--- config.mk ---
export PLATFORM = sky130hd
export DESIGN_NAME = typea_act
export DESIGN_NICKNAME = d
export VERILOG_FILES = /design/src/core/typea_act_pkg.sv /design/src/core/crc_a_acc.sv /design/src/core/typea_act.sv
export SDC_FILE = /design/constraint.sdc
export NUM_CORES = 1
export LEC_CHECK = 0
export BUFFER_PORTS_ARGS = -buffer_cell sky130_fd_sc_hd__buf_2
export CORE_MARGIN = 4
export CORE_UTILIZATION = 45
export DETAILED_ROUTE_END_ITERATION = 8
export GPL_ROUTABILITY_DRIVEN = 0
export PLACE_DENSITY = 0.61
export SKIP_LAST_GASP = 1
export SLEW_MARGIN = 20
export SYNTH_ARGS = -nofsm -noshare
export SYNTH_HDL_FRONTEND = slang
export SYNTH_HIERARCHICAL = 1
export SYNTH_SLANG_ARGS = --single-unit
--- constraint.sdc ---
create_clock -name clk -period 3.7 [get_ports clk]
set_clock_uncertainty 0.2 [all_clocks]
set_input_delay 0.74 -clock clk [delete_from_list [all_inputs] [get_ports clk]]
set_output_delay 0.74 -clock clk [all_outputs]
set_load 0.005 [all_outputs]
--- src/core/typea_act_pkg.sv ---
// constants, types and encodings for the type a halt / rats / ats handler
// assumes one 250 mhz clock shared by the byte demodulator and modulator
package typea_act_pkg;

    // ==========================================================
    // timing
    localparam int CLK_PERIOD_PS = 4000;
    localparam int QUIET_TIME_US = 1000;
    localparam int QUIET_CYCLES  = (QUIET_TIME_US * 1000000 + CLK_PERIOD_PS - 1) / CLK_PERIOD_PS;

    // ==========================================================
    // command frames
    localparam logic [2:0] CMD_LEN      = 3'h4;
    localparam logic [2:0] CNT_SAT      = 3'h7;
    localparam logic [7:0] HLTA_B0      = 8'h50;
    localparam logic [7:0] HLTA_B1      = 8'h00;
    localparam logic [7:0] RATS_START   = 8'he0;
    localparam logic [3:0] CID_FORBID   = 4'hf;
    localparam logic [3:0] FSDI_TOP     = 4'h8;
    localparam logic [3:0] FSDI_BIG     = 4'hf;

    // ==========================================================
    // answer to select
    localparam logic [7:0] ATS_TL       = 8'h05;
    localparam logic [7:0] ATS_T0       = 8'h78;
    localparam logic [7:0] ATS_TA       = 8'h80;
    localparam logic [3:0] ATS_SFGI     = 4'h0;
    localparam logic [7:0] ATS_TC       = 8'h00;
    localparam logic [2:0] IDX_TL       = 3'h0;
    localparam logic [2:0] IDX_T0       = 3'h1;
    localparam logic [2:0] IDX_TA       = 3'h2;
    localparam logic [2:0] IDX_TB       = 3'h3;
    localparam logic [2:0] IDX_TC       = 3'h4;
    localparam logic [2:0] IDX_CRC_LO   = 3'h5;
    localparam logic [2:0] IDX_CRC_HI   = 3'h6;
    localparam logic [3:0] FWI_MIN      = 4'h1;
    localparam logic [3:0] FWI_MAX      = 4'he;
    localparam logic [3:0] FWI_RESET    = 4'h4;

    // ==========================================================
    // crc_a
    localparam logic [15:0] CRC_INIT    = 16'h6363;
    localparam logic [15:0] CRC_POLY    = 16'h8408;
    localparam logic [15:0] CRC_RESIDUE = 16'h0000;

    // ==========================================================
    // register map, byte addresses
    localparam int          ADDR_W      = 4;
    localparam logic [3:0]  REG_CTRL    = 4'h0;
    localparam logic [3:0]  REG_STATUS  = 4'h4;
    localparam logic [3:0]  REG_DISCARD = 4'h8;
    localparam int          CTRL_EN     = 0;
    localparam int          CTRL_FWI    = 4;
    localparam int          CTRL_WAKE   = 8;
    localparam logic        EN_RESET    = 1'b1;
    localparam int          STS_STATE   = 0;
    localparam int          STS_CID     = 4;
    localparam int          STS_FSDI    = 8;
    localparam int          STS_CIDOK   = 12;
    localparam int          STS_QUIET   = 13;
    localparam logic [7:0]  DISC_MAX    = 8'hff;

    // ==========================================================
    // states and carriers
    typedef enum logic [3:0] {
        ST_IDLE   = 4'h1,
        ST_SEND   = 4'h2,
        ST_ACTIVE = 4'h4,
        ST_HALT   = 4'h8
    } state_t;

    typedef struct packed {
        logic       valid;
        logic       endf;
        logic [7:0] data;
    } rx_t;

    typedef struct packed {
        logic       valid;
        logic       last;
        logic [7:0] data;
    } tx_t;

endpackage

--- src/core/crc_a_acc.sv ---
// crc_a accumulator, one byte per enabled cycle, lsb first
// assumes clear and en come from logic on the same clock
`timescale 1ns/100ps
`default_nettype none

module crc_a_acc (
    input  wire logic        clk,
    input  wire logic        nrst,
    input  wire logic        ce,
    input  wire logic        clear,
    input  wire logic        en,
    input  wire logic [7:0]  data,
    output logic      [15:0] crc,
    output logic      [15:0] crc_nxt
);

    typedef struct packed {
        logic [15:0] crc;
    } acc_t;

    acc_t s_reg;
    acc_t s_next;

    function automatic logic [15:0] crc_byte(input logic [15:0] c, input logic [7:0] d);
        logic [15:0] r;
        r = c ^ {8'h00, d};
        for (int i = 0; i < 8; i++) begin
            r = r[0] ? ((r >> 1) ^ typea_act_pkg::CRC_POLY) : (r >> 1);
        end
        return r;
    endfunction

    // ==========================================================
    // update
    always_comb begin
        logic [15:0] base;
        base   = clear ? typea_act_pkg::CRC_INIT : s_reg.crc;
        s_next = s_reg;
        s_next.crc = en ? crc_byte(base, data) : base;
    end

    always_ff @(posedge clk or negedge nrst) begin
        if (!nrst) begin
            s_reg.crc <= typea_act_pkg::CRC_INIT;
        end else if (ce) begin
            s_reg <= s_next;
        end
    end

    assign crc     = s_reg.crc;
    assign crc_nxt = s_next.crc;

endmodule // crc_a_acc

`default_nettype wire

--- src/core/typea_act.sv ---
// type a halt and rats handling with ats reply fixed except for the register-set fwi, and avalon registers
// assumes rx bytes and tx_ready come from logic on clk; reset on field entry
//
// Summary of operation
// after a valid halt command 0x5000, nothing is sent for 1 ms
// a valid halt frame moves the card into the halt state; the code takes it only in idle with en set
// reader sends start 0xe0, parameter byte, then two crc bytes
// parameter high nibble gives fsd index, 0..8 and 0xf accepted
// fsd index 0x9 to 0xe is stored as 0xf
// parameter low nibble is the card address, kept for later blocks
// address 15 gives no answer and returns the card to idle
// first answer byte is length 0x05, crc bytes not counted
// format byte is 0x78
// interface byte ta is 0x80, symmetric 106 kbit/s only
// tb holds frame waiting index 1..14 high, start guard 0 low
// reader derives start guard time from the zero guard index
// tc is 0x00, no address or node support flagged
// no historical bytes, crc follows tc directly
// bad crc or wrong length frames are dropped with no state change
//
// Register access over Avalon-MM and the placing of the registers were chosen for this implementation.
`timescale 1ns/100ps
`default_nettype none

module typea_act #(
    parameter int unsigned QUIET_CYCLES = typea_act_pkg::QUIET_CYCLES
) (
    input  wire logic                              clk,
    input  wire logic                              nrst,
    input  wire logic                              ce,
    input  wire typea_act_pkg::rx_t                rx,
    input  wire logic                              tx_ready,
    output typea_act_pkg::tx_t                     tx,
    output logic [3:0]                             cid,
    output logic [3:0]                             fsdi,
    output logic                                   cid_valid,
    input  wire logic [typea_act_pkg::ADDR_W-1:0]  avs_address,
    input  wire logic                              avs_read,
    input  wire logic                              avs_write,
    input  wire logic [31:0]                       avs_writedata,
    input  wire logic [3:0]                        avs_byteenable,
    output logic [31:0]                            avs_readdata,
    output logic                                   avs_waitrequest
);

    localparam int QW = $clog2(QUIET_CYCLES + 1);

    typedef struct packed {
        typea_act_pkg::state_t st;
        logic [2:0]            rx_cnt;
        logic [7:0]            b0;
        logic [7:0]            b1;
        logic [2:0]            idx;
        typea_act_pkg::tx_t    tx;
        logic                  en;
        logic [3:0]            fwi;
        logic [3:0]            cid;
        logic [3:0]            fsdi;
        logic                  cid_ok;
        logic [QW-1:0]         quiet;
        logic [7:0]            disc;
        logic                  wreq;
        logic [31:0]           rdata;
    } core_t;

    core_t s_reg;
    core_t s_next;

    logic [15:0] rx_crc;
    logic [15:0] tx_crc;
    logic [15:0] tx_crc_nxt;
    logic        tx_take;
    logic        good;
    logic        ev_hlta;
    logic        ev_rats;
    logic        ev_cid15;
    logic        ev_start;
    logic        ev_bad;
    logic        listen;

    // ==========================================================
    // helpers
    function automatic logic [7:0] ats_byte(input logic [2:0] i, input logic [3:0] fwi);
        case (i)
            typea_act_pkg::IDX_TL: ats_byte = typea_act_pkg::ATS_TL;
            typea_act_pkg::IDX_T0: ats_byte = typea_act_pkg::ATS_T0;
            typea_act_pkg::IDX_TA: ats_byte = typea_act_pkg::ATS_TA;
            typea_act_pkg::IDX_TB: ats_byte = {fwi, typea_act_pkg::ATS_SFGI};
            default:               ats_byte = typea_act_pkg::ATS_TC;
        endcase
    endfunction

    function automatic logic [3:0] fsdi_map(input logic [3:0] f);
        fsdi_map = (f <= typea_act_pkg::FSDI_TOP) ? f : typea_act_pkg::FSDI_BIG;
    endfunction

    function automatic logic [3:0] fwi_clamp(input logic [3:0] f);
        if (f < typea_act_pkg::FWI_MIN) begin
            fwi_clamp = typea_act_pkg::FWI_MIN;
        end else if (f > typea_act_pkg::FWI_MAX) begin
            fwi_clamp = typea_act_pkg::FWI_MAX;
        end else begin
            fwi_clamp = f;
        end
    endfunction

    // ==========================================================
    // crc on both directions
    crc_a_acc u_rx_crc (
        .clk     (clk),
        .nrst    (nrst),
        .ce      (ce),
        .clear   (rx.endf),
        .en      (rx.valid && !rx.endf),
        .data    (rx.data),
        .crc     (rx_crc),
        .crc_nxt ()
    );

    assign tx_take = (s_reg.st == typea_act_pkg::ST_SEND) && s_reg.tx.valid && tx_ready;

    crc_a_acc u_tx_crc (
        .clk     (clk),
        .nrst    (nrst),
        .ce      (ce),
        .clear   (ev_start),
        .en      (tx_take && (s_reg.idx <= typea_act_pkg::IDX_TC)),
        .data    (s_reg.tx.data),
        .crc     (tx_crc),
        .crc_nxt (tx_crc_nxt)
    );

    // ==========================================================
    // frame decisions
    assign listen   = rx.endf && s_reg.en && (s_reg.st == typea_act_pkg::ST_IDLE);
    assign good     = (s_reg.rx_cnt == typea_act_pkg::CMD_LEN)
                      && (rx_crc == typea_act_pkg::CRC_RESIDUE);
    assign ev_hlta  = listen && good && (s_reg.b0 == typea_act_pkg::HLTA_B0)
                      && (s_reg.b1 == typea_act_pkg::HLTA_B1);
    assign ev_rats  = listen && good && (s_reg.b0 == typea_act_pkg::RATS_START);
    assign ev_cid15 = ev_rats && (s_reg.b1[3:0] == typea_act_pkg::CID_FORBID);
    assign ev_start = ev_rats && !ev_cid15 && (s_reg.quiet == '0);
    assign ev_bad   = listen && !ev_hlta && !ev_rats;

    // ==========================================================
    // next state
    always_comb begin
        logic [2:0] nidx;
        nidx   = s_reg.idx + 3'h1;
        s_next = s_reg;

        if (s_reg.quiet != '0) begin
            s_next.quiet = s_reg.quiet - QW'(1);
        end

        if (rx.endf) begin
            s_next.rx_cnt = '0;
        end else if (rx.valid) begin
            if (s_reg.rx_cnt == '0) begin
                s_next.b0 = rx.data;
            end
            if (s_reg.rx_cnt == 3'h1) begin
                s_next.b1 = rx.data;
            end
            if (s_reg.rx_cnt != typea_act_pkg::CNT_SAT) begin
                s_next.rx_cnt = s_reg.rx_cnt + 3'h1;
            end
        end

        if (ev_hlta) begin
            s_next.st    = typea_act_pkg::ST_HALT;
            s_next.quiet = QW'(QUIET_CYCLES);
        end else if (ev_cid15) begin
            s_next.st = typea_act_pkg::ST_IDLE;
        end else if (ev_start) begin
            s_next.cid      = s_reg.b1[3:0];
            s_next.cid_ok   = 1'b1;
            s_next.fsdi     = fsdi_map(s_reg.b1[7:4]);
            s_next.st       = typea_act_pkg::ST_SEND;
            s_next.idx      = typea_act_pkg::IDX_TL;
            s_next.tx.valid = 1'b1;
            s_next.tx.last  = 1'b0;
            s_next.tx.data  = ats_byte(typea_act_pkg::IDX_TL, s_reg.fwi);
        end else if (ev_bad && (s_reg.disc != typea_act_pkg::DISC_MAX)) begin
            s_next.disc = s_reg.disc + 8'h01;
        end

        if (tx_take) begin
            if (s_reg.idx == typea_act_pkg::IDX_CRC_HI) begin
                s_next.tx.valid = 1'b0;
                s_next.tx.last  = 1'b0;
                s_next.st       = typea_act_pkg::ST_ACTIVE;
            end else begin
                s_next.idx     = nidx;
                s_next.tx.last = (nidx == typea_act_pkg::IDX_CRC_HI);
                if (nidx == typea_act_pkg::IDX_CRC_LO) begin
                    s_next.tx.data = tx_crc_nxt[7:0];
                end else if (nidx == typea_act_pkg::IDX_CRC_HI) begin
                    s_next.tx.data = tx_crc[15:8];
                end else begin
                    s_next.tx.data = ats_byte(nidx, s_reg.fwi);
                end
            end
        end

        // register slave, one wait cycle per access
        if (!s_reg.wreq) begin
            s_next.wreq = 1'b1;
        end else if (avs_read || avs_write) begin
            s_next.wreq  = 1'b0;
            s_next.rdata = '0;
            if (avs_read) begin
                case (avs_address)
                    typea_act_pkg::REG_CTRL: begin
                        s_next.rdata[typea_act_pkg::CTRL_EN]       = s_reg.en;
                        s_next.rdata[typea_act_pkg::CTRL_FWI +: 4] = s_reg.fwi;
                    end
                    typea_act_pkg::REG_STATUS: begin
                        s_next.rdata[typea_act_pkg::STS_STATE +: 4] = s_reg.st;
                        s_next.rdata[typea_act_pkg::STS_CID +: 4]   = s_reg.cid;
                        s_next.rdata[typea_act_pkg::STS_FSDI +: 4]  = s_reg.fsdi;
                        s_next.rdata[typea_act_pkg::STS_CIDOK]      = s_reg.cid_ok;
                        s_next.rdata[typea_act_pkg::STS_QUIET]      = (s_reg.quiet != '0);
                    end
                    typea_act_pkg::REG_DISCARD: begin
                        s_next.rdata[7:0] = s_reg.disc;
                    end
                    default: begin
                        s_next.rdata = '0;
                    end
                endcase
            end else if (avs_address == typea_act_pkg::REG_CTRL) begin
                if (avs_byteenable[0]) begin
                    s_next.en  = avs_writedata[typea_act_pkg::CTRL_EN];
                    s_next.fwi = fwi_clamp(avs_writedata[typea_act_pkg::CTRL_FWI +: 4]);
                end
                if (avs_byteenable[1] && avs_writedata[typea_act_pkg::CTRL_WAKE]
                    && ((s_reg.st == typea_act_pkg::ST_HALT)
                        || (s_reg.st == typea_act_pkg::ST_ACTIVE))) begin
                    s_next.st     = typea_act_pkg::ST_IDLE;
                    s_next.cid_ok = 1'b0;
                end
            end else if ((avs_address == typea_act_pkg::REG_DISCARD) && avs_byteenable[0]) begin
                s_next.disc = ev_bad ? 8'h01 : 8'h00;
            end
        end
    end

    // ==========================================================
    // state register
    always_ff @(posedge clk or negedge nrst) begin
        if (!nrst) begin
            s_reg.st     <= typea_act_pkg::ST_IDLE;
            s_reg.rx_cnt <= '0;
            s_reg.b0     <= '0;
            s_reg.b1     <= '0;
            s_reg.idx    <= '0;
            s_reg.tx     <= '0;
            s_reg.en     <= typea_act_pkg::EN_RESET;
            s_reg.fwi    <= typea_act_pkg::FWI_RESET;
            s_reg.cid    <= '0;
            s_reg.fsdi   <= '0;
            s_reg.cid_ok <= 1'b0;
            s_reg.quiet  <= '0;
            s_reg.disc   <= '0;
            s_reg.wreq   <= 1'b1;
            s_reg.rdata  <= '0;
        end else if (ce) begin
            s_reg <= s_next;
        end
    end

    assign tx              = s_reg.tx;
    assign cid             = s_reg.cid;
    assign fsdi            = s_reg.fsdi;
    assign cid_valid       = s_reg.cid_ok;
    assign avs_readdata    = s_reg.rdata;
    assign avs_waitrequest = s_reg.wreq;

    // ==========================================================
    // checks
    logic [QW:0] since;

    always_ff @(posedge clk or negedge nrst) begin
        if (!nrst) begin
            since <= '1;
        end else if (ce) begin
            if (ev_hlta) begin
                since <= '0;
            end else if (since != '1) begin
                since <= since + (QW+1)'(1);
            end
        end
    end
endmodule // typea_act

`default_nettype wire

---- After elaboration in Yosys (flattened, before gate mapping) ----
Index checks and enable logic that the tools add are counted.
operators by class
  $add $sub $neg .......................... 4
  $lt $le $gt $ge ......................... 4
  eq/ne operators ......................... 21
  muxes and demuxes ....................... 75
  bitwise logic cells ..................... 22
  reduce and logical (&&, ||, !) cells .... 45
operators with widths
  cell                                                  count
  2-to-1 mux 16 bit                                     20
  2-to-1 mux 8 bit                                      13
  2-to-1 mux 13 bit                                     4
  2-to-1 mux 4 bit                                      13
  inverter 2 -> 3 bit                                   16
  2-to-1 mux 41 bit                                     1
  2-to-1 mux 18 bit                                     2
  one-hot mux 8 bit (4 select lines)                    1
  bitwise XOR 16 x 8 -> 16 bit                          2
  logical AND 1 bit                                     20
  2-to-1 mux 19 bit                                     1
  logical NOT 18 bit                                    1
  nonzero test 18 bit                                   1
  subtractor 18 x 1 -> 18 bit (second input constant)   1
  logical NOT 16 bit                                    1
  AND reduction 4 bit                                   4
  2-to-1 mux 14 bit                                     1
  equality test 3 bit (second input constant)           4
  equality test 4 bit (second input constant)           3
  2-to-1 mux 1 bit                                      12
  one-hot mux 4 bit (3 select lines)                    1
  2-to-1 mux 3 bit                                      3
  adder 8 x 1 -> 8 bit (second input constant)          1
  equality test 4 x 3 -> 1 bit (second input constant)  2
  27 further kinds                                      43
word-level totals
  bits in registers ....................... 141
  input bits .............................. 56

---- Longest topological paths before layout ----
  depth in word-level cells ............... 30
  depth in mapped cells ................... 16
  depth with buffers taken out ............ 14

---- By module ----
Netlist, hierarchy kept.
modules (own cells, without submodules)
  module     instances  cells each  area each (sq um)  sequential area each (sq um)
  typea_act  1          547         5,462.7            2,282.2
  crc_a_acc  2          168         1,388.8            410.4

---- Least setup slack after synthesis ----
OpenSTA, ideal clock, no wires.
  path type ............................... in2reg
  from .................................... in rx[8] (netlist bit)
  to ...................................... reg tx[2] (netlist name)
  setup time .............................. 144 ps
  arrival time ............................ 2,957 ps
  required time ........................... 3,356 ps
  path slack .............................. 400 ps
  stages on the path ...................... 13
  path buffers ............................ 2
  cell sequence ........................... and4b_1 > nand4_2 > nor2_1 > and3_1 > buf_2 > buf_2 > o21ai_0 > a41oi_1 > o22ai_1 > a22oi_1 > nand2_1 > o21ai_0 > a22oi_1
on the way
  longest elaborated chain between the ends .. 23
  elaborated cells between the ends (all ways) .. 29
ends and longest elaborated chain
  element                                                                    line              source
  start, declared                                                            typea_act.sv:31   input wire typea_act_pkg::rx_t rx,
  logical AND 1 bit (*) (2 in a row)                                         typea_act.sv:135  assign listen = rx.endf && s_reg.en && (s_reg.st == typea_act_pkg::ST_IDLE);
  logical AND 1 bit (*) (2 in a row)                                         typea_act.sv:140  assign ev_rats = listen && good && (s_reg.b0 == typea_act_pkg::RATS_START);
  logical AND 1 bit                                                          typea_act.sv:141  assign ev_cid15 = ev_rats && (s_reg.b1[3:0] == typea_act_pkg::CID_FORBID);
  logical NOT 1 bit                                                          typea_act.sv:142  assign ev_start = ev_rats && !ev_cid15 && (s_reg.quiet == '0);
  logical AND 1 bit (*) (2 in a row)                                         typea_act.sv:142
  via ev_start                                                               typea_act.sv:77   logic ev_start;
  2-to-1 mux 16 bit (*)                                                      crc_a_acc.sv:37   base = clear ? typea_act_pkg::CRC_INIT : s_reg.crc;
  bitwise XOR 16 x 8 -> 16 bit                                               crc_a_acc.sv:26   r = c ^ {8'h00, d};
  [... 3 more ...]                                                           -
  2-to-1 mux 16 bit (3 in a row)                                             crc_a_acc.sv:28   r = r[0] ? ((r >> 1) ^ typea_act_pkg::CRC_POLY) : (r >> 1);
  inverter 2 -> 3 bit (no line) / 2-to-1 mux 16 bit (equally long branches)  -
  2-to-1 mux 16 bit (2 in a row)                                             crc_a_acc.sv:28
  2-to-1 mux 16 bit (*)                                                      crc_a_acc.sv:39   s_next.crc = en ? crc_byte(base, data) : base;
  via tx_crc_nxt[2]                                                          typea_act.sv:71   logic [15:0] tx_crc_nxt;
  2-to-1 mux 8 bit (*)                                                       typea_act.sv:196  if (nidx == typea_act_pkg::IDX_CRC_LO) begin
  2-to-1 mux 8 bit (*)                                                       typea_act.sv:189  if (s_reg.idx == typea_act_pkg::IDX_CRC_HI) begin
  2-to-1 mux 13 bit (*)                                                      typea_act.sv:188  if (tx_take) begin
Mark *: on every way through the listed nets, which the timed path passes. The rest lies on a longest branch. The select of a mux whose other input is x is not followed.
A chain may end at the register's enable or synchronous reset.

---- Worst setup path after layout ----
  from .................................... reg s_reg[102] (netlist bit)
  to ...................................... reg tx[1] (netlist name)
on the way
  longest elaborated chain between the ends .. 23
  elaborated cells between the ends (all ways) .. 29
ends and longest elaborated chain
  element                                                                    line              source
  start, declared                                                            typea_act.sv:66   core_t s_reg;
  start signal, assigned                                                     typea_act.sv:269  s_reg <= s_next;
  equality test 3 bit (*)                                                    typea_act.sv:136  assign good = (s_reg.rx_cnt == typea_act_pkg::CMD_LEN)
  logical AND 1 bit (*)                                                      typea_act.sv:137  && (rx_crc == typea_act_pkg::CRC_RESIDUE);
  logical AND 1 bit (*) (2 in a row)                                         typea_act.sv:140
  logical AND 1 bit                                                          typea_act.sv:141
  logical NOT 1 bit                                                          typea_act.sv:142
  logical AND 1 bit (*) (2 in a row)                                         typea_act.sv:142
  via ev_start                                                               typea_act.sv:77
  2-to-1 mux 16 bit (*)                                                      crc_a_acc.sv:37
  [... 3 more ...]                                                           -
  2-to-1 mux 16 bit (3 in a row)                                             crc_a_acc.sv:28
  inverter 2 -> 3 bit (no line) / 2-to-1 mux 16 bit (equally long branches)  -
  2-to-1 mux 16 bit (3 in a row)                                             crc_a_acc.sv:28
  2-to-1 mux 16 bit (*)                                                      crc_a_acc.sv:39
  via tx_crc_nxt[1]                                                          typea_act.sv:71
  2-to-1 mux 8 bit (*)                                                       typea_act.sv:196
  2-to-1 mux 8 bit (*)                                                       typea_act.sv:189
  2-to-1 mux 13 bit (*)                                                      typea_act.sv:188
Marked as above.

==> flow_summary.json <==
{
  "hold-worst-slack_ns": 0.1893,
  "ys_warn_count": 6,
  "synth.cell_area_mm2": 0.008003,
  "grt_pass1_vias": 6252,
  "syn_area_per_cell_um2": 9.493,
  "grt_overflow": 0,
  "rsz0062_at_grt": "false",
  "period_share_pct": 93.80,
  "crit_fanout": 12,
  "diodes": 0,
  "status": "finished clean",
  "antenna_found_initial": 0,
  "grt_start_max_net_pins": 54,
  "vias": 6472,
  "initial_core_util_pct": 46.11,
  "clock.fmax_ghz": 0.2881,
  "tightestPinTransition_ns": 0.7310,
  "timing.critical_path.slowest_stage_cell": "and3_1",
  "post-place-ws_ns": 0.1258,
  "timing.final.crit_period_ns": 3.471,
  "clk_pin_slew_ns": 0.06,
  "ir_drop_v": 0.0003429,
  "largest_reg_flops": 57,
  "viasPerCell": 5.852,
  "port_buffers": 61,
  "cts_root_buffer": "clkbuf_16",
  "ctsResizeCount": 0,
  "ant_nets": 0,
  "syn_inst": 843,
  "ctsHtreeMaxLevel": 4,
  "start_kind": "register",
  "io_pins": 108,
  "postCtsSetupBuffers": 0,
  "holdBufCountCts": 0,
  "cts_tree": "yes",
  "power_leakage_nw": 3.951,
  "cp.arrival_ns": 3.61,
  "grtUsageTotal_pct": 19.99,
  "clk_latency_ns": 0.42,
  "drt_wl_total_mm": 19.66,
  "fp.dieW_um": 141.4,
  "cts.path.max_buffers": 2,
  "slowest_delay_ns": 0.51,
  "hold_viol": 0,
  "cp-end-kind": "register",
  "layout-drive-gt1-share_pct": 22.81,
  "core-area_mm2": 0.01736,
  "die_area_mm2": 0.01998,
  "maxCapViolCount": 0,
  "path_class": "reg2reg",
  "crit_required_ns": 3.83,
  "clkSinkCount": 123,
  "grt_pass1_wl_mm": 32.49,
  "crit_buf_inv": 2,
  "cp_cell_sequence": "inv_1 -> ha_1 -> nor4b_2 -> nand4_1 -> nor2_1 -> and3_1 -> inv_1 -> and3_1 -> or2_2 -> a221oi_1 -> a22o_1 -> nand3_1 -> o21ai_0",
  "die_h_um": 141.4,
  "drt_first_pass_iters": 7,
  "relSlewSlack_pct": 50.98,
  "tns_ns": 0,
  "setup_violations": 0,
  "num_rows": 48,
  "drt_iter0_drc": 490,
  "num-nets-final": 937,
  "drc": 0,
  "drv_slew": 0,
  "numCtsBuffers": 17,
  "syn2layout_area_growth_pct": 10.62,
  "hold_class": "in2async",
  "powerDensity_mw_per_mm2": 492.2,
  "worst_slack_ns": 0.2292,
  "place_hpwl_mm": 13.90,
  "critPathTopFamily": "simple AND/OR/NAND/NOR gates",
  "wire_per_inst_um": 17.78
}
metrics by stage:
step                      power (mW)  instances  util, %  cell area [um2]
after global routing           4.586       1106    51.00             8852
after floorplan                2.378        860        -             8066
after global placement         2.577       1074    47.41             8229
after CTS                      4.383       1106    51.00             8852
after detailed placement       2.595       1074    47.41             8229
final                          4.357       1106    51.00             8852
layout by cell type, fill, tap and decap left out, drive strengths merged, types with 17 or more instances in the layout:
| cell type | count |
|---|---|
| xnor2 | 19 |
| inv | 19 |
| o21ai | 56 |
| nor2b | 19 |
| and2 | 18 |
| a21oi | 43 |
| mux2 | 40 |
| nor2 | 52 |
| dfrtp | 103 |
| nand3 | 20 |
| conb | 18 |
| nand2 | 76 |
| dfstp | 20 |
| buf | 83 |
| xor2 | 17 |
| clkbuf | 25 |
final timing paths:
path                            depth (start not counted)  slack [ns]       startpoint               to
min in group clk                                        2        0.26  avs_readdata[2]  avs_readdata[2]
worst min-delay path                                    1        0.19             nrst  avs_readdata[1]
worst max register to register                         13        0.23       s_reg[102]            tx[1]
worst max-delay path                                   13        0.23       s_reg[102]            tx[1]
worst min register to register                          2        0.26  avs_readdata[2]  avs_readdata[2]
max in group asynchronous                               2        2.30             nrst  u_rx_crc/crc[5]
report_power, final:
group	switching [mW]	internal, mW	leakage (nW)
clock network	0.591	1.18	0.301
registers	0.264	1.57	1.56
logic	0.378	0.379	2.09
worst reg2reg max path, stage by stage, from the launching register on:
cell	delay, ns
dfrtp_1	0.42
inv_1	0.10
ha_1	0.16
nor4b_2	0.26
nand4_1	0.18
nor2_1	0.18
and3_1	0.51
inv_1	0.22
and3_1	0.22
or2_2	0.30
a221oi_1	0.28
a22o_1	0.19
nand3_1	0.07
o21ai_0	0.09
routing by layer:
metal	GRT usage, %	up-vias	wire length (um)
met1	28.45	3204	9383
met4	5.150	0	237
met3	4.213	21	966
li1	-	3060	-
met2	31.18	187	9074
met5	0	-	0
cell type report:
cell class,count,area [um2]
clock inverter,7,137.6
tap,225,281.5
inverter,21,78.83
sequential,123,3103
multi-input combinational,622,4280
clock buffer,25,485.5
timing repair buffer,83,485.5
fill,1623,8504
No activity file was read; power rests on OpenSTA's default activity.
